--- src/rtl/scg_defs.svh ---
// Register offsets, field positions, reset values for sleep clock gating.
// Assumes inclusion by the package, scg_top and the testbench.
`ifndef SCG_DEFS_SVH
`define SCG_DEFS_SVH

`define SCG_ADDR_W          12
`define SCG_OFF_RUN_GATE    12'h100
`define SCG_OFF_SLEEP_GATE  12'h110
`define SCG_OFF_DEEP_GATE   12'h120
`define SCG_OFF_CFG         12'h140
`define SCG_OFF_INT_STAT    12'h144
`define SCG_OFF_INT_MASK    12'h148
`define SCG_OFF_FLT_ADDR    12'h14c
`define SCG_BIT_KEEPER      6
`define SCG_BIT_WDOG        3
`define SCG_BIT_AUTO_SEL    0
`define SCG_GATE_MASK       32'h0000_0048
`define SCG_GATE_RESET      32'h0000_0040
`define SCG_INT_FAULT       0
`define SCG_INT_UNMAPPED    1
`define SCG_INT_MASK_ALL    32'h0000_0003

`endif

--- src/rtl/scg_pkg.sv ---
// Types shared by the sleep clock gating block.
// Assumes scg_defs.svh is on the include path.
`default_nettype none
`include "scg_defs.svh"

package scg_pkg;

    typedef enum logic [1:0] {
        SCG_MODE_RUN,
        SCG_MODE_SLEEP,
        SCG_MODE_DEEP
    } scg_mode_t;

    typedef struct packed {
        logic                    wr;
        logic                    rd;
        logic [`SCG_ADDR_W-1:0]  addr;
        logic [31:0]             wdata;
    } scg_bus_req_t;

    typedef struct packed {
        logic keeper;
        logic wdog;
    } scg_gates_t;

    typedef struct packed {
        logic valid;
        logic wr;
        logic unit;
    } scg_periph_req_t;

endpackage

`default_nettype wire

--- src/rtl/scg_fault_check.sv ---
// Fault check for accesses aimed at gated peripheral units.
// Assumes access request arrives as a one-cycle pulse; answers next cycle.
`timescale 1ns/10ps
`default_nettype none

module scg_fault_check
    import scg_pkg::*;
(
    input  wire logic            clk_sys,
    input  wire logic            rst,
    input  wire scg_periph_req_t preq,
    input  wire scg_gates_t      gates,
    output logic                 ok,
    output logic                 fault
);
    import scg_pkg::*;

    typedef struct packed {
        logic ok;
        logic fault;
    } scg_fc_state_t;

    scg_fc_state_t s_q;
    scg_fc_state_t s_d;

    function automatic logic unit_on(input logic unit, input scg_gates_t g);
        unit_on = unit ? g.wdog : g.keeper;
    endfunction

    always_comb begin
        s_d       = '0;
        s_d.ok    = preq.valid && unit_on(preq.unit, gates);
        s_d.fault = preq.valid && !unit_on(preq.unit, gates);
    end

    always_ff @(posedge clk_sys) begin
        if (rst) begin
            s_q <= '0;
        end else begin
            s_q <= s_d;
        end
    end

    assign ok    = s_q.ok;
    assign fault = s_q.fault;
endmodule

`default_nettype wire

--- src/rtl/scg_top.sv ---
// Sleep / deep-sleep clock gating control with register port and fault check.
// Assumes a synchronous register port, synchronous mode inputs, one clock.
//
// Decided for this implementation: the plain strobed port.
`timescale 1ns/10ps
`default_nettype none
`include "scg_defs.svh"

module scg_top
    import scg_pkg::*;
(
    input  wire logic                   clk_sys,
    input  wire logic                   rst,
    input  wire logic [`SCG_ADDR_W-1:0] reg_addr,
    input  wire logic [31:0]            reg_wdata,
    input  wire logic                   reg_wr,
    input  wire logic                   reg_rd,
    output logic [31:0]                 reg_rdata,
    input  wire logic                   sleep_req,
    input  wire logic                   deep_sleep_req,
    input  wire logic                   periph_valid,
    input  wire logic                   periph_wr,
    input  wire logic                   periph_unit,
    output logic                        periph_ok,
    output logic                        periph_fault,
    output logic                        low_power_keeper_clk_en,
    output logic                        watchdog_clk_en,
    output logic                        irq
);
    import scg_pkg::*;

    // =========================================================
    // State
    typedef struct packed {
        logic [31:0] run_gate_reg;
        logic [31:0] sleep_gate_reg;
        logic [31:0] deep_sleep_gate_reg;
        logic        auto_clock_gating_sel;
        logic [31:0] int_stat;
        logic [31:0] int_mask;
        logic        flt_unit;
        logic        flt_wr;
        logic [31:0] rdata;
        scg_mode_t   mode;
        scg_gates_t  gates;
        logic        irq;
    } scg_state_t;

    scg_state_t      s_q;
    scg_state_t      s_d;
    scg_bus_req_t    bus;
    scg_periph_req_t preq;
    logic            fc_ok;
    logic            fc_fault;

    assign bus  = '{wr: reg_wr, rd: reg_rd, addr: reg_addr, wdata: reg_wdata};
    assign preq = '{valid: periph_valid, wr: periph_wr, unit: periph_unit};

    // =========================================================
    // Helpers
    function automatic logic [31:0] gate_write(input logic [31:0] v);
        gate_write = v & `SCG_GATE_MASK;
    endfunction

    function automatic scg_gates_t gates_of(input logic [31:0] r);
        gates_of = '{keeper: r[`SCG_BIT_KEEPER],
                     wdog:   r[`SCG_BIT_WDOG]};
    endfunction

    function automatic logic known_addr(input logic [`SCG_ADDR_W-1:0] a);
        known_addr = (a == `SCG_OFF_RUN_GATE) || (a == `SCG_OFF_SLEEP_GATE)
                  || (a == `SCG_OFF_DEEP_GATE) || (a == `SCG_OFF_CFG)
                  || (a == `SCG_OFF_INT_STAT) || (a == `SCG_OFF_INT_MASK)
                  || (a == `SCG_OFF_FLT_ADDR);
    endfunction

    // =========================================================
    // Next state
    always_comb begin
        s_d       = s_q;
        s_d.rdata = '0;

        // Register writes
        if (bus.wr) begin
            unique case (bus.addr)
                `SCG_OFF_RUN_GATE:   s_d.run_gate_reg        = gate_write(bus.wdata);
                `SCG_OFF_SLEEP_GATE: s_d.sleep_gate_reg      = gate_write(bus.wdata);
                `SCG_OFF_DEEP_GATE:  s_d.deep_sleep_gate_reg = gate_write(bus.wdata);
                `SCG_OFF_CFG:        s_d.auto_clock_gating_sel = bus.wdata[`SCG_BIT_AUTO_SEL];
                `SCG_OFF_INT_STAT:   s_d.int_stat = s_q.int_stat & ~bus.wdata;
                `SCG_OFF_INT_MASK:   s_d.int_mask = bus.wdata & `SCG_INT_MASK_ALL;
                default: ;
            endcase
        end

        // Register reads, data one cycle later
        if (bus.rd) begin
            unique case (bus.addr)
                `SCG_OFF_RUN_GATE:   s_d.rdata = s_q.run_gate_reg;
                `SCG_OFF_SLEEP_GATE: s_d.rdata = s_q.sleep_gate_reg;
                `SCG_OFF_DEEP_GATE:  s_d.rdata = s_q.deep_sleep_gate_reg;
                `SCG_OFF_CFG:        s_d.rdata = {31'h0, s_q.auto_clock_gating_sel};
                `SCG_OFF_INT_STAT:   s_d.rdata = s_q.int_stat;
                `SCG_OFF_INT_MASK:   s_d.rdata = s_q.int_mask;
                `SCG_OFF_FLT_ADDR:   s_d.rdata = {30'h0, s_q.flt_wr, s_q.flt_unit};
                default:             s_d.rdata = '0;
            endcase
        end

        // Sticky events; set wins over clear
        if ((bus.wr || bus.rd) && !known_addr(bus.addr)) begin
            s_d.int_stat[`SCG_INT_UNMAPPED] = 1'b1;
        end
        if (preq.valid && !(preq.unit ? s_q.gates.wdog : s_q.gates.keeper)) begin
            s_d.int_stat[`SCG_INT_FAULT] = 1'b1;
            s_d.flt_unit = preq.unit;
            s_d.flt_wr   = preq.wr;
        end

        // Power mode; deep sleep takes precedence
        if (deep_sleep_req) begin
            s_d.mode = SCG_MODE_DEEP;
        end else if (sleep_req) begin
            s_d.mode = SCG_MODE_SLEEP;
        end else begin
            s_d.mode = SCG_MODE_RUN;
        end

        // Active gate selection
        if (!s_d.auto_clock_gating_sel) begin
            s_d.gates = gates_of(s_d.run_gate_reg);
        end else begin
            unique case (s_d.mode)
                SCG_MODE_SLEEP: s_d.gates = gates_of(s_d.sleep_gate_reg);
                SCG_MODE_DEEP:  s_d.gates = gates_of(s_d.deep_sleep_gate_reg);
                default:        s_d.gates = gates_of(s_d.run_gate_reg);
            endcase
        end

        s_d.irq = |(s_d.int_stat & s_d.int_mask);
    end

    always_ff @(posedge clk_sys) begin
        if (rst) begin
            s_q                       <= '0;
            s_q.run_gate_reg          <= `SCG_GATE_RESET;
            s_q.sleep_gate_reg        <= `SCG_GATE_RESET;
            s_q.deep_sleep_gate_reg   <= `SCG_GATE_RESET;
            s_q.gates.keeper          <= 1'b1;
            s_q.mode                  <= SCG_MODE_RUN;
        end else begin
            s_q <= s_d;
        end
    end

    // =========================================================
    // Fault check
    scg_fault_check u_fault (
        .clk_sys (clk_sys),
        .rst     (rst),
        .preq    (preq),
        .gates   (s_q.gates),
        .ok      (fc_ok),
        .fault   (fc_fault)
    );

    assign reg_rdata               = s_q.rdata;
    assign low_power_keeper_clk_en = s_q.gates.keeper;
    assign watchdog_clk_en         = s_q.gates.wdog;
    assign irq                     = s_q.irq;
    assign periph_ok               = fc_ok;
    assign periph_fault            = fc_fault;
endmodule

`default_nettype wire

--- config.mk ---
export PLATFORM = sky130hd
export DESIGN_NAME = scg_top
export DESIGN_NICKNAME = d
export VERILOG_FILES = /design/src/rtl/scg_pkg.sv /design/src/rtl/scg_fault_check.sv /design/src/rtl/scg_top.sv
export VERILOG_INCLUDE_DIRS = /design/src /design/src/rtl
export SDC_FILE = /design/constraint.sdc
export NUM_CORES = 1
export LEC_CHECK = 0
export ABC_CLOCK_PERIOD_IN_PS = 2150
export BUFFER_PORTS_ARGS = -buffer_cell sky130_fd_sc_hd__buf_4
export CAP_MARGIN = 20
export CORE_MARGIN = 2
export CORE_UTILIZATION = 49
export CTS_CLUSTER_DIAMETER = 150
export DETAILED_ROUTE_END_ITERATION = 10
export PLACE_DENSITY = 0.8
export SETUP_SLACK_MARGIN = 0.5
export SYNTH_ARGS = -nofsm -noshare
export SYNTH_HDL_FRONTEND = slang
export SYNTH_SLANG_ARGS = --single-unit
--- constraint.sdc ---
create_clock -name clk_sys -period 2.15 [get_ports clk_sys]
set_clock_uncertainty 0.05 [all_clocks]
set_input_delay 0.43 -clock clk_sys [delete_from_list [all_inputs] [get_ports clk_sys]]
set_output_delay 0.43 -clock clk_sys [all_outputs]
set_load 0.01 [all_outputs]
==> reports/metrics.cfg <==
[synth]
ys_warn_count=0
ys_types=48
ys_seq_elements=110
synth-async-reset-ratio_pct=0
avgSynthCellArea_um2=9.58
synth_sequential_area_ratio_pct=50.5
synth.top_cell.area_share_pct=50.5
synth_top_flop_cell=dfxtp_1
syn-cell-area_um2=4360
netlist_top_cells_area=dfxtp_1 (51%), and3_1 (7.8%), buf_4 (5.7%), a22oi_1 (5.5%), nand2_1 (4.0%)
syn_nets=508
synth_most_common_cell=dfxtp_1
synth_edf_count=0
synthCells=455
synth_area_leader_cell=dfxtp_1
synth_commonest_cells=dfxtp_1 (110), and3_1 (54), nand2_1 (47), nor2_1 (42), buf_4 (33)

[setup_path]
cp_max_fo=6
worstPathCellList=buf_6, nor4_4, and4_4, buf_6, a41oi_2, a2111oi_2, nand4_1, o31ai_2, a31oi_1
criticalPathCategory=input pin to register
cpMaxStageDelayCell=a2111oi_2
end_kind=register
max_stage_delay_ps=390
crit_arrival_ps=2460
rrSetupSlack_ps=500
startpoint_type=input pin
cp.required_ps=2370
critPathBufInv=2
critPathTopFamily=compound AO/OA/AOI/OAI gates
cp_common_cell=buf_6

[finish]
nets=605
area_growth_pct=38.6
num_antenna_cells=0
layout-drive-gt1-share_pct=42.7
fin_area_um2=6040

[hold_path]
hp-class=input pin to register

[outcome]
violations=setup timing
outcome=finished, violations left

[flow_run]
max-cap-violations=0

[sta]
hold_ws_ps=229
grt_setup_unrepaired=yes
finalCriticalPeriod_ps=2240
worst_slew_pin_slew_ps=476
setup_viol=1
slew_violations=0
fmax_ghz=0.447
fin_crit_sh_pct=104
relSlewSlack_pct=68.2
hold_viol=0
fin_ws_ps=-88.4

[detailed_routing]
wirelength_um=12700
vias=3920
drtAntennaViolNets=0
viasPerCell=5.89
route.detailed.drc=0
avgRoutedWirePerCell_um=19.1
first_pass_iters=5
drt-initial-drc-count=237

[die]
num_rows=34
core_area_um2=8680
die_area_um2=9660
die_w_um=98.3
initial_utilization_pct=50.2
ioPinCount=90
die_h_um=98.3

[global_route]
grt_max_degree=60
grtUsageTotal_pct=23.7
antenna_found_initial=0
grt.overflow.total=0
grt_pass1_vias=3666
grt_pass1_wl_um=18100

[clock_tree]
tritoncts=built
htree_levels=3
cts-buffers-inserted=9
cts_root_buffer=clkbuf_8
clk_pin_slew_ps=110
clock-sinks=110
clk-insertion-delay-late_ps=380
cts_hold_buffers=0
clockBufferDepth=2

[power]
p_comb_share_pct=6.2
intPower_uw=2580
clkPwrFrac_pct=34.2
power_density_nw_per_um2=569
seqPwrFrac_pct=59.6
leakagePower_uw=0.00254
p_sw_share_pct=24.8
ir_drop_uv=307
p_sw_uw=851

[placed_design]
place_hpwl_um=7340
io_buffers=89
routabilityCongestion=0.806
placed_cell_area_um2=5190
place_ws_ps=-425

-- routing by layer --
metal,share of wire [%],vias to the layer above,global-route usage (%)
met5,0,-,0
met4,3.4,0,8.01
met3,6.9,37,5.51
met2,51,195,41.1
met1,39,1897,29.0
li1,-,1791,-
-- kinds of logic after synthesis --
logic type / synth area share (%)
AND/OR/NAND/NOR: 23.0
flip-flops: 50.5
AO/OA/AOI/OAI: 13.8
multiplexers: 3.76
buffers and inverters: 8.82
-- worst min-delay path, stage by stage --
cell and delay [ps]:
buf_4 80, mux2i_1 50, nor2_1 70
-- repair_timing --
item,CTS,global route
gates resized for setup,33,54
cloned,5,2
endpoints found under the hold margin,0,0
pin swaps,24,67
setup buffers,8,8
setup endpoints to repair,19,63
-- flip-flops by register name, indices dropped and copies added (netlist names) --
name,count
u_fault.fault,1
low_power_keeper_clk_en,1
watchdog_clk_en,1
u_fault.ok,1
reg_rdata,32
s_q,73
irq,1
-- final timing paths --
path,from,endpoint,cells after the start
worst min register to register,s_q[71],s_q[71],2
worst max-delay path,reg_addr[0],irq,9
worst min-delay path,periph_wr,s_q[37],3
worst max register to register,s_q[75],irq,6
-- stage by stage --
stage          std cells  utilization (%)  TNS (ps)  power, uW
3_3_place_gp         626             59.8      -572       2280
5_1_grt              665             69.6      -142       3530
2_1_floorplan        455                -     -63.5       2160
3_5_place_dp         626             59.8      -876       2290
4_1_cts              655             65.4         0       3420
6_report             665             69.6     -88.4       3440
-- area by class of cell --
| class | instances | area (um2) |
|---|---|---|
| Tap cell | 108 | 135 |
| Fill cell | 641 | 2640 |
| Clock inverter | 6 | 46.3 |
| Sequential cell | 110 | 2200 |
| Multi-Input combinational cell | 279 | 2150 |
| Inverter | 3 | 11.3 |
| Timing Repair Buffer | 149 | 1360 |
| Clock buffer | 10 | 128 |
-- power groups by stage --
stage,Sequential [uW],Combinational [uW],Clock (uW)
3_3_place_gp,2090,189,0
4_1_cts,2050,202,1170
5_1_grt,2050,223,1260
2_1_floorplan,2090,64.8,0
6_report,2050,213,1180
3_5_place_dp,2090,193,0
-- placed cells by master (no fill, tap or decap), types with 9 or more instances in the layout --
cell type  instances
a22oi_2           28
and2_1             9
and3_1            53
buf_4            121
buf_6             16
clkbuf_8           9
dfxtp_1          110
nand2_1           44
nor2_1            40
(Power assumes the default switching activity.)
